### config.mk
export PLATFORM = sky130hd
export DESIGN_NAME = cmb_msg_buffer
export DESIGN_NICKNAME = d
export VERILOG_FILES = /design/src/pkg/cmb_pkg.sv /design/src/pkg/cmb_stream_if.sv /design/src/design/cmb_skid_buf.sv /design/src/design/cmb_msg_buffer.sv
export SDC_FILE = /design/constraint.sdc
export NUM_CORES = 1
export LEC_CHECK = 0
export ABC_AREA = 1
export BUFFER_PORTS_ARGS = -buffer_cell sky130_fd_sc_hd__buf_2
export CAP_MARGIN = 10
export CORE_ASPECT_RATIO = 1.1
export CORE_UTILIZATION = 40
export CTS_BUF_LIST = sky130_fd_sc_hd__clkbuf_8
export CTS_CLUSTER_DIAMETER = 40
export CTS_CLUSTER_SIZE = 20
export DETAILED_ROUTE_END_ITERATION = 8
export GPL_TIMING_DRIVEN = 0
export HOLD_SLACK_MARGIN = 0.02
export PLACE_DENSITY_LB_ADDON = 0.3
export SLEW_MARGIN = 20
export SYNTH_ARGS = -nofsm -noshare
export SYNTH_HDL_FRONTEND = slang
export SYNTH_SLANG_ARGS = --single-unit
### constraint.sdc
create_clock -name core_clk -period 18.7 [get_ports core_clk]
set_clock_uncertainty 0.2 [all_clocks]
set_input_delay 3.74 -clock core_clk [delete_from_list [all_inputs] [get_ports core_clk]]
set_output_delay 3.74 -clock core_clk [all_outputs]
set_load 0.01 [all_outputs]
### src/pkg/cmb_pkg.sv
package cmb_pkg;
	// Buffer geometry, in 16-bit words
	localparam int unsigned WORDS_PER_BUF = 8;
	localparam int unsigned WIDX_W        = 3;
	localparam int unsigned BIDX_W        = 5;
	localparam int unsigned MAX_BUFS      = 32;
	localparam int unsigned MEM_AW        = 10;

	// Word indices inside one message buffer
	localparam logic [2:0] W_STD_ID  = 3'h0;
	localparam logic [2:0] W_EXT_HI  = 3'h1;
	localparam logic [2:0] W_EXT_LO  = 3'h2;
	localparam logic [2:0] W_DATA_01 = 3'h3;
	localparam logic [2:0] W_DATA_67 = 3'h6;
	localparam logic [2:0] W_FHIT    = 3'h7;

	// Field widths and padding of each word
	localparam int unsigned STD_ID_W   = 11;
	localparam int unsigned EXT_ID_W   = 18;
	localparam int unsigned EXT_LO_W   = 6;
	localparam int unsigned DLC_W      = 4;
	localparam int unsigned FHIT_W     = 5;
	localparam int unsigned DATA_W     = 64;
	localparam logic [2:0]  W0_PAD     = 3'h0;
	localparam logic [3:0]  W1_PAD     = 4'h0;
	localparam logic [2:0]  W2_PAD     = 3'h0;
	localparam logic        RSV_ZERO   = 1'b0;
	localparam logic [2:0]  W7_PAD_HI  = 3'h0;
	localparam logic [7:0]  W7_PAD_LO  = 8'h00;

	typedef struct packed {
		logic [BIDX_W-1:0]   buf_idx;
		logic [FHIT_W-1:0]   filter_match_code;
		logic [STD_ID_W-1:0] std_id;
		logic [EXT_ID_W-1:0] ext_id;
		logic                subst_remote_req;
		logic                ext_id_flag;
		logic                rtr;
		logic [DLC_W-1:0]    dlc;
		logic [DATA_W-1:0]   data;   // Byte k at data[8k+7:8k]
	} cmb_frame_t;

	typedef enum logic [1:0] {
		ST_IDLE  = 2'b00,
		ST_STORE = 2'b01,
		ST_FETCH = 2'b10
	} cmb_state_t;
endpackage

### src/pkg/cmb_stream_if.sv
`timescale 1ns/1ps
interface cmb_stream_if;
	import cmb_pkg::*;
	logic       valid;
	logic       ready;
	cmb_frame_t data;
	modport src (output valid, output data, input ready);
	modport snk (input valid, input data, output ready);
endinterface

### src/design/cmb_skid_buf.sv
`timescale 1ns/1ps
module cmb_skid_buf (
	// Clock and reset
	input  wire logic core_clk,
	input  wire logic arst_n,
	// Frames in and out
	cmb_stream_if.snk in_s,
	cmb_stream_if.src out_s
);
	import cmb_pkg::*;

	cmb_frame_t mem_q [2];
	logic       wr_ptr_q;
	logic       rd_ptr_q;
	logic [1:0] cnt_q;
	logic [1:0] cnt_d;
	logic       push;
	logic       pop;
	logic       rdy_q;

	assign push      = in_s.valid && rdy_q;
	assign pop       = out_s.valid && out_s.ready;
	assign out_s.valid = cnt_q != 2'h0;
	assign out_s.data  = mem_q[rd_ptr_q];
	assign in_s.ready  = rdy_q;

	always_comb begin
		cnt_d = cnt_q;
		if (push && !pop) begin
			cnt_d = cnt_q + 2'h1;
		end else if (pop && !push) begin
			cnt_d = cnt_q - 2'h1;
		end
	end

	always_ff @(posedge core_clk or negedge arst_n) begin
		if (!arst_n) begin
			cnt_q    <= 2'h0;
			rdy_q    <= 1'b1;
			wr_ptr_q <= 1'b0;
			rd_ptr_q <= 1'b0;
		end else begin
			cnt_q <= cnt_d;
			rdy_q <= cnt_d != 2'h2;
			if (push) begin
				wr_ptr_q <= ~wr_ptr_q;
			end
			if (pop) begin
				rd_ptr_q <= ~rd_ptr_q;
			end
		end
	end

	always_ff @(posedge core_clk) begin
		if (push) begin
			mem_q[wr_ptr_q] <= in_s.data;
		end
	end
endmodule // cmb_skid_buf

### src/design/cmb_msg_buffer.sv
`timescale 1ns/1ps
// Operation
// Software places buffers in shared memory and picks their base and size; here only buf_base is set, size is fixed at 8 words.
// Word 0 holds std_id at 12-2; bits 15-13 are zero.
// Word 0 bit 1 is subst_remote_req: one requests remote transmission.
// Word 0 bit 0 is ext_id_flag: one selects the extended identifier.
// ext_id 17-6 in word 1 bits 11-0, 5-0 in word 2 bits 15-10.
// Word 2 bit 9 holds the remote transmission request flag.
// Software writes word 2 bits 8 and 4 as zero.
// DLC sits in word 2 bits 3-0; bits 7-5 are zero.
// Words 3-6 hold byte pairs: even byte low, odd byte high.
// Received buffers get filter_match_code in word 7 bits 12-8, rest zero.
// buffer_direction_select one means transmit buffer, zero receive.
// Storing into a buffer sets its buffer_full_flag until software clears.
// Transmit frames read from buffers; received frames stored in same layout.
module cmb_msg_buffer #(
	parameter int unsigned NBUF = 32
) (
	// Clock and reset
	input  wire logic                          core_clk,
	input  wire logic                          arst_n,
	// Configuration from software
	input  wire logic [cmb_pkg::MEM_AW-1:0]    buf_base,
	input  wire logic [NBUF-1:0]               buffer_direction_select,
	input  wire logic                          full_wr,
	input  wire logic [NBUF-1:0]               full_wdata,
	output logic      [NBUF-1:0]               buffer_full_flag,
	// Received frames from the protocol engine
	input  wire logic                          rx_valid,
	input  wire cmb_pkg::cmb_frame_t           rx_frame,
	output logic                               rx_ready,
	// Transmit requests and fetched frames
	input  wire logic                          tx_req,
	input  wire logic [cmb_pkg::BIDX_W-1:0]    tx_buf,
	output logic                               tx_taken,
	output logic                               tx_refused,
	output logic                               tx_frame_valid,
	output cmb_pkg::cmb_frame_t                tx_frame,
	input  wire logic                          tx_frame_ready,
	// Shared message memory port
	output logic                               mem_req,
	output logic                               mem_we,
	output logic      [cmb_pkg::MEM_AW-1:0]    mem_addr,
	output logic      [15:0]                   mem_wdata,
	input  wire logic [15:0]                   mem_rdata,
	input  wire logic                          mem_ack
);
	import cmb_pkg::*;

	if (NBUF < 1 || NBUF > MAX_BUFS) begin : g_chk
		$error("NBUF must lie between 1 and 32");
	end

	cmb_stream_if rx_in ();
	cmb_stream_if rx_q ();

	cmb_state_t        state_q;
	logic [WIDX_W-1:0] wcnt_q;
	logic [BIDX_W-1:0] cur_buf_q;
	logic [NBUF-1:0]   full_q;
	logic [NBUF-1:0]   clr_mask;
	logic              store_done;
	logic              fetch_last;
	logic              tx_frame_valid_q;
	cmb_frame_t        tx_frame_q;
	logic              tx_taken_q;
	logic              tx_refused_q;
	logic              mem_req_q;
	logic              mem_we_q;
	logic [MEM_AW-1:0] mem_addr_q;
	logic [15:0]       mem_wdata_q;

	assign rx_in.valid = rx_valid;
	assign rx_in.data  = rx_frame;

	cmb_skid_buf u_rx_buf (
		.core_clk (core_clk),
		.arst_n   (arst_n),
		.in_s     (rx_in),
		.out_s    (rx_q)
	);

	// Word address of word w in buffer b
	function automatic logic [MEM_AW-1:0] buf_addr(
		input logic [MEM_AW-1:0] base,
		input logic [BIDX_W-1:0] b,
		input logic [WIDX_W-1:0] w
	);
		buf_addr = base + MEM_AW'({b, w});
	endfunction

	// One buffer word of a received frame, unimplemented bits zero
	function automatic logic [15:0] pack_word(
		input cmb_frame_t        f,
		input logic [WIDX_W-1:0] w
	);
		case (w)
			W_STD_ID: pack_word = {W0_PAD, f.std_id,
				f.subst_remote_req, f.ext_id_flag};
			W_EXT_HI: pack_word = {W1_PAD,
				f.ext_id[EXT_ID_W-1:EXT_LO_W]};
			W_EXT_LO: pack_word = {f.ext_id[EXT_LO_W-1:0], f.rtr,
				RSV_ZERO, W2_PAD, RSV_ZERO, f.dlc};
			W_FHIT: pack_word = {W7_PAD_HI, f.filter_match_code,
				W7_PAD_LO};
			default: pack_word = f.data[16*(32'(w)-32'(W_DATA_01)) +: 16];
		endcase
	endfunction

	assign store_done = state_q == ST_STORE && mem_ack && wcnt_q == W_FHIT;
	assign fetch_last = state_q == ST_FETCH && mem_ack && wcnt_q == W_DATA_67;
	assign rx_q.ready = store_done;
	assign rx_ready   = rx_in.ready;
	assign clr_mask   = full_wr ? ~full_wdata : '0;

	// Sequencer: stores take priority over fetches
	always_ff @(posedge core_clk or negedge arst_n) begin
		if (!arst_n) begin
			state_q      <= ST_IDLE;
			wcnt_q       <= '0;
			cur_buf_q    <= '0;
			mem_req_q    <= 1'b0;
			mem_we_q     <= 1'b0;
			mem_addr_q   <= '0;
			mem_wdata_q  <= '0;
			tx_taken_q   <= 1'b0;
			tx_refused_q <= 1'b0;
		end else begin
			tx_taken_q   <= 1'b0;
			tx_refused_q <= 1'b0;
			unique case (state_q)
				ST_IDLE: begin
					wcnt_q <= '0;
					if (rx_q.valid) begin
						state_q     <= ST_STORE;
						mem_req_q   <= 1'b1;
						mem_we_q    <= 1'b1;
						mem_addr_q  <= buf_addr(buf_base, rx_q.data.buf_idx, W_STD_ID);
						mem_wdata_q <= pack_word(rx_q.data, W_STD_ID);
					end else if (tx_req && !tx_frame_valid_q) begin
						if (buffer_direction_select[tx_buf]) begin
							state_q    <= ST_FETCH;
							cur_buf_q  <= tx_buf;
							tx_taken_q <= 1'b1;
							mem_req_q  <= 1'b1;
							mem_we_q   <= 1'b0;
							mem_addr_q <= buf_addr(buf_base, tx_buf, W_STD_ID);
						end else begin
							tx_refused_q <= 1'b1;
						end
					end
				end
				ST_STORE: begin
					if (mem_ack) begin
						if (wcnt_q == W_FHIT) begin
							state_q   <= ST_IDLE;
							mem_req_q <= 1'b0;
						end else begin
							wcnt_q      <= wcnt_q + 3'h1;
							mem_addr_q  <= buf_addr(buf_base, rx_q.data.buf_idx,
								wcnt_q + 3'h1);
							mem_wdata_q <= pack_word(rx_q.data, wcnt_q + 3'h1);
						end
					end
				end
				ST_FETCH: begin
					if (mem_ack) begin
						if (wcnt_q == W_DATA_67) begin
							state_q   <= ST_IDLE;
							mem_req_q <= 1'b0;
						end else begin
							wcnt_q     <= wcnt_q + 3'h1;
							mem_addr_q <= buf_addr(buf_base, cur_buf_q,
								wcnt_q + 3'h1);
						end
					end
				end
			endcase
		end
	end

	// Unpack fetched words; unimplemented and reserved bits are ignored
	always_ff @(posedge core_clk or negedge arst_n) begin
		if (!arst_n) begin
			tx_frame_q       <= '0;
			tx_frame_valid_q <= 1'b0;
		end else begin
			if (fetch_last) begin
				tx_frame_valid_q <= 1'b1;
			end else if (tx_frame_ready) begin
				tx_frame_valid_q <= 1'b0;
			end
			if (state_q == ST_FETCH && mem_ack) begin
				tx_frame_q.buf_idx           <= cur_buf_q;
				tx_frame_q.filter_match_code <= '0;
				case (wcnt_q)
					W_STD_ID: begin
						tx_frame_q.std_id           <= mem_rdata[12:2];
						tx_frame_q.subst_remote_req <= mem_rdata[1];
						tx_frame_q.ext_id_flag      <= mem_rdata[0];
					end
					W_EXT_HI: tx_frame_q.ext_id[EXT_ID_W-1:EXT_LO_W]
						<= mem_rdata[11:0];
					W_EXT_LO: begin
						tx_frame_q.ext_id[EXT_LO_W-1:0] <= mem_rdata[15:10];
						tx_frame_q.rtr <= mem_rdata[9];
						tx_frame_q.dlc <= mem_rdata[3:0];
					end
					default: tx_frame_q.data[16*(32'(wcnt_q)-32'(W_DATA_01)) +: 16]
						<= mem_rdata;
				endcase
			end
		end
	end

	// Set wins over a software clear in the same cycle
	always_ff @(posedge core_clk or negedge arst_n) begin
		if (!arst_n) begin
			full_q <= '0;
		end else begin
			for (int i = 0; i < NBUF; i++) begin
				if (store_done && 32'(rx_q.data.buf_idx) == i) begin
					full_q[i] <= 1'b1;
				end else if (clr_mask[i]) begin
					full_q[i] <= 1'b0;
				end
			end
		end
	end

	assign buffer_full_flag = full_q;
	assign tx_taken         = tx_taken_q;
	assign tx_refused       = tx_refused_q;
	assign tx_frame_valid   = tx_frame_valid_q;
	assign tx_frame         = tx_frame_q;
	assign mem_req          = mem_req_q;
	assign mem_we           = mem_we_q;
	assign mem_addr         = mem_addr_q;
	assign mem_wdata        = mem_wdata_q;

	logic st_wr;
	assign st_wr = mem_req_q && mem_we_q;
endmodule // cmb_msg_buffer

==> summary.txt <==
Outcome
  • Run status: completed

Placed design
  • Post-DP HPWL: between 40 and 50 mm
  • GP Congestion: between 0.9 and 1
  • Setup WS pre-CTS: approximately 12000 ps
  • # port buffers: approximately 380

Floorplanning
  • DIE WIDTH: 201 um
  • Core Box Area: 42500 um2
  • # rows: 79
  • Die Ht: ~220 um
  • Area of the die: between 40000 and 50000 um2
  • # IOs: 386
  • Initial Util: between 40 and 50%

Critical path
  • Worst Setup Start Kind: input port
  • Crit-path cells: buf_4 -> clkbuf_1 -> nand2_1 -> o21ai_0 -> ha_1 -> inv_1 -> fa_1 -> nand3b_1 -> nand2_1 -> a21oi_1 -> o21ai_0 -> nand2_1 -> nand2_1 -> nand2_1 -> nand3_1 -> nand2_1
  • CP top delay family: simple AND/OR/NAND/NOR gates
  • Slowest CP cell: fa_1
  • Critical path required time: between 15000 and 20000 ps
  • WP buf/inv: 3
  • CP peak stage delay: roughly 400 ps
  • Critical path class: input port to flip-flop
  • CP arrival: 5980 ps
  • Worst Reg-to-Reg Cells: 11
  • CP Max Fanout: 10
  • RR Endpoint: tx_frame[13]
  • Crit end category: flip-flop
  • RR Startpoint: wcnt_q[0]
  • Worst R2R Setup Slack: between 10000 and 15000 ps
  • Cell with the most instances on the worst path: nand2_1

Global routing
  • Pin count of the biggest net entering global routing: 86
  • Gr ovfl total: 0
  • First-pass GRT wire length: around 80 mm
  • GRT Util Overall: between 20% and 30%
  • Initial antenna violation count: 7
  • Number of global-route vias before repair: around 14k

Timing
  • Final setup viols: 0
  • Final Hold Viols: 0
  • Hold Slack: about 270 ps
  • Slew margin rel.: around two fifths
  • Setup Total Neg Slack: 0 ps
  • Unrepaired setup endpoints after global routing: false
  • Final Max Tran Viols: 0
  • Min Tclk post-route: roughly 5600 ps
  • F_max: 0.177 GHz
  • Slew of the pin with the lowest slew margin: just over 900 ps
  • Fin worst setup slack: between 10000 and 15000 ps
  • Fin crit share: 30.2%

Worst hold path
  • Hold Path Cell Cnt: 2
  • Hold Startpoint: mem_addr[3]
  • End of the worst hold path: mem_addr[3]
  • Path category of the worst min-delay check: flip-flop to flip-flop

Clocking
  • # Post-CTS Setup Buffers: 0
  • CTS max path bufs: 3
  • CTS tree: yes
  • Clock Sinks: between 400 and 500
  • Worst-path clk slew: ~70 ps
  • H-Tree Depth: 2
  • CTS buffer count: between 50 and 60
  • CTS-repair resized insts: 0
  • Root Driver: clkbuf_8
  • Hold_buf cts: 0
  • Clock Latency Late Sink: between 600 and 700 ps

Routing
  • DRC violations left: 0
  • Antenna violation net count after detailed routing: 0
  • Routed wire length: ~53 mm
  • DR WL/cell: around 20 um
  • Via count: approximately 14k
  • Via density: between 5 and 6
  • Drt initial violations: approximately 990
  • First-pass iteration count of the detailed router: 5

Yosys
  • Post-synth top flop: edfxtp_1
  • Top cells by area, synth: edfxtp_1 38%, dfrtp_1 26%, nand2_1 7.7%, o21ai_0 6.6%, nor2_1 3.9%
  • Synthesized flop and latch total: about 400
  • Synth cell count leaders: 355 x nand2_1, 230 x o21ai_0, 220 x edfxtp_1, 182 x dfrtp_1, 180 x nor2_1
  • Mapped Cells: about 1.7k
  • Sequential area share after synthesis: between 60% and 70%
  • Post-synth top area cell: edfxtp_1
  • EDFF count, synth: 220
  • Synth cell types: 42
  • Asr flop ratio synth: between 40 and 50%
  • Yosys warning total: 0
  • Syn avg cell area: approximately 10 um2
  • Top-area cell type share of the netlist area: between 30% and 40%
  • Mapped Area: between 15000 and 20000 um2
  • Count leader, synth: nand2_1

Power
  • Peak supply drop: 93.1 uV
  • Power per cell area: between 100 and 150 nW/um2
  • Leak: roughly 9.8 nW

Final layout
  • Share of layout cells above drive strength 1: between 20% and 30%
  • Layout area overhead: 24.3%
  • Fin nets: ~2.4k
  • Fin util: 50.7%

Flow run
  • Max Cap Violations: 0
==> through the flow <==
| step | instance area (um2) | power, mW | instances |
|---|---|---|---|
| 5_1_grt | 21600 | 3.22 | 2715 |
| 3_5_place_dp | 20300 | 2.29 | 2617 |
| 4_1_cts | 21600 | 3.06 | 2714 |
| 6_report | 21600 | 3.03 | 2717 |
| 2_1_floorplan | 17400 | 1.85 | 1660 |
| 3_3_place_gp | 20000 | 2.25 | 2605 |
==> cell usage in the layout, fill, tap and decap left out, types with 19 or more instances in the layout <==
cell / count
nand2_1: 355
o21ai_0: 230
edfxtp_1: 220
buf_2: 387
clkbuf_8: 55
o221ai_1: 26
ha_1: 32
clkbuf_1: 68
nand3_1: 71
a31oi_1: 19
nor2_1: 178
dfrtp_1: 182
a21oi_1: 30
inv_1: 104
==> kinds of logic (layout without fill, tap and decap cells) <==
family	count (synthesis)	count (layout)	share of synthesized area, %
simple gates	631	631	14.6
flops	403	403	64.5
compound gates	367	367	12.3
buf+inv	192	679	4.36
fa+ha+maj	34	34	2.54
mux	20	20	1.27
xor+xnor	8	8	0.404
other cells	1	8	0.0216
==> final cells by class <==
cell class,count,area [um2]
antenna,3,7.51
buffer,85,354
clock buffer,55,757
clock inverter,42,519
fill,3870,20900
inverter,107,402
multi-input combinational,1065,5430
sequential,403,11200
tap,567,709
timing repair buffer,390,2190
==> power breakdown <==
group          switching [mW]  internal (mW)
Sequential             0.0727           1.13
Combinational           0.723          0.340
Clock                   0.396          0.374
==> how the worst max path moves through the flow <==
stage                    from                    end  slack [ps]  cells after the start
global route        tx_buf[0]            mem_addr[9]       12810                     16
global placement     rx_valid  u_rx_buf.mem_q[1][23]        6480                      3
floorplan            rx_valid   u_rx_buf.mem_q[0][0]        9470                      2
detailed placement  tx_buf[0]            mem_addr[9]       12410                     16
finish              tx_buf[0]            mem_addr[9]       13050                     16
CTS                 tx_buf[0]            mem_addr[9]       13100                     16
==> registers in the layout (all words and copies together) (netlist names) <==
register,cells
u_rx_buf.mem_q,220
tx_frame,105
buffer_full_flag,32
mem_wdata,16
mem_addr,10
cur_buf_q,5
wcnt_q,3
state_q,2
u_rx_buf.cnt_q,2
mem_req,1
mem_we,1
tx_frame_valid,1
tx_refused,1
tx_taken,1
u_rx_buf.in_s.ready,1
u_rx_buf.rd_ptr_q,1
u_rx_buf.wr_ptr_q,1
==> routing by layer <==
metal | vias up | part of all wire [%] | routed length (um) | global-route usage, %
met5 | - | 0.087 | 46 | 0
met4 | 8 | 2.1 | 1130 | 6.67
met3 | 83 | 7.4 | 3960 | 5.18
met2 | 581 | 50 | 26800 | 42.3
met1 | 6705 | 40 | 21200 | 29.4
li1 | 6638 | - | - | -
==> tightest hold or removal path, cell delays in order, from the launching register on <==
cell and delay (ps):
dfrtp_1 340, nand2_1 50, nand2_1 50
(Power assumes the default switching activity.)
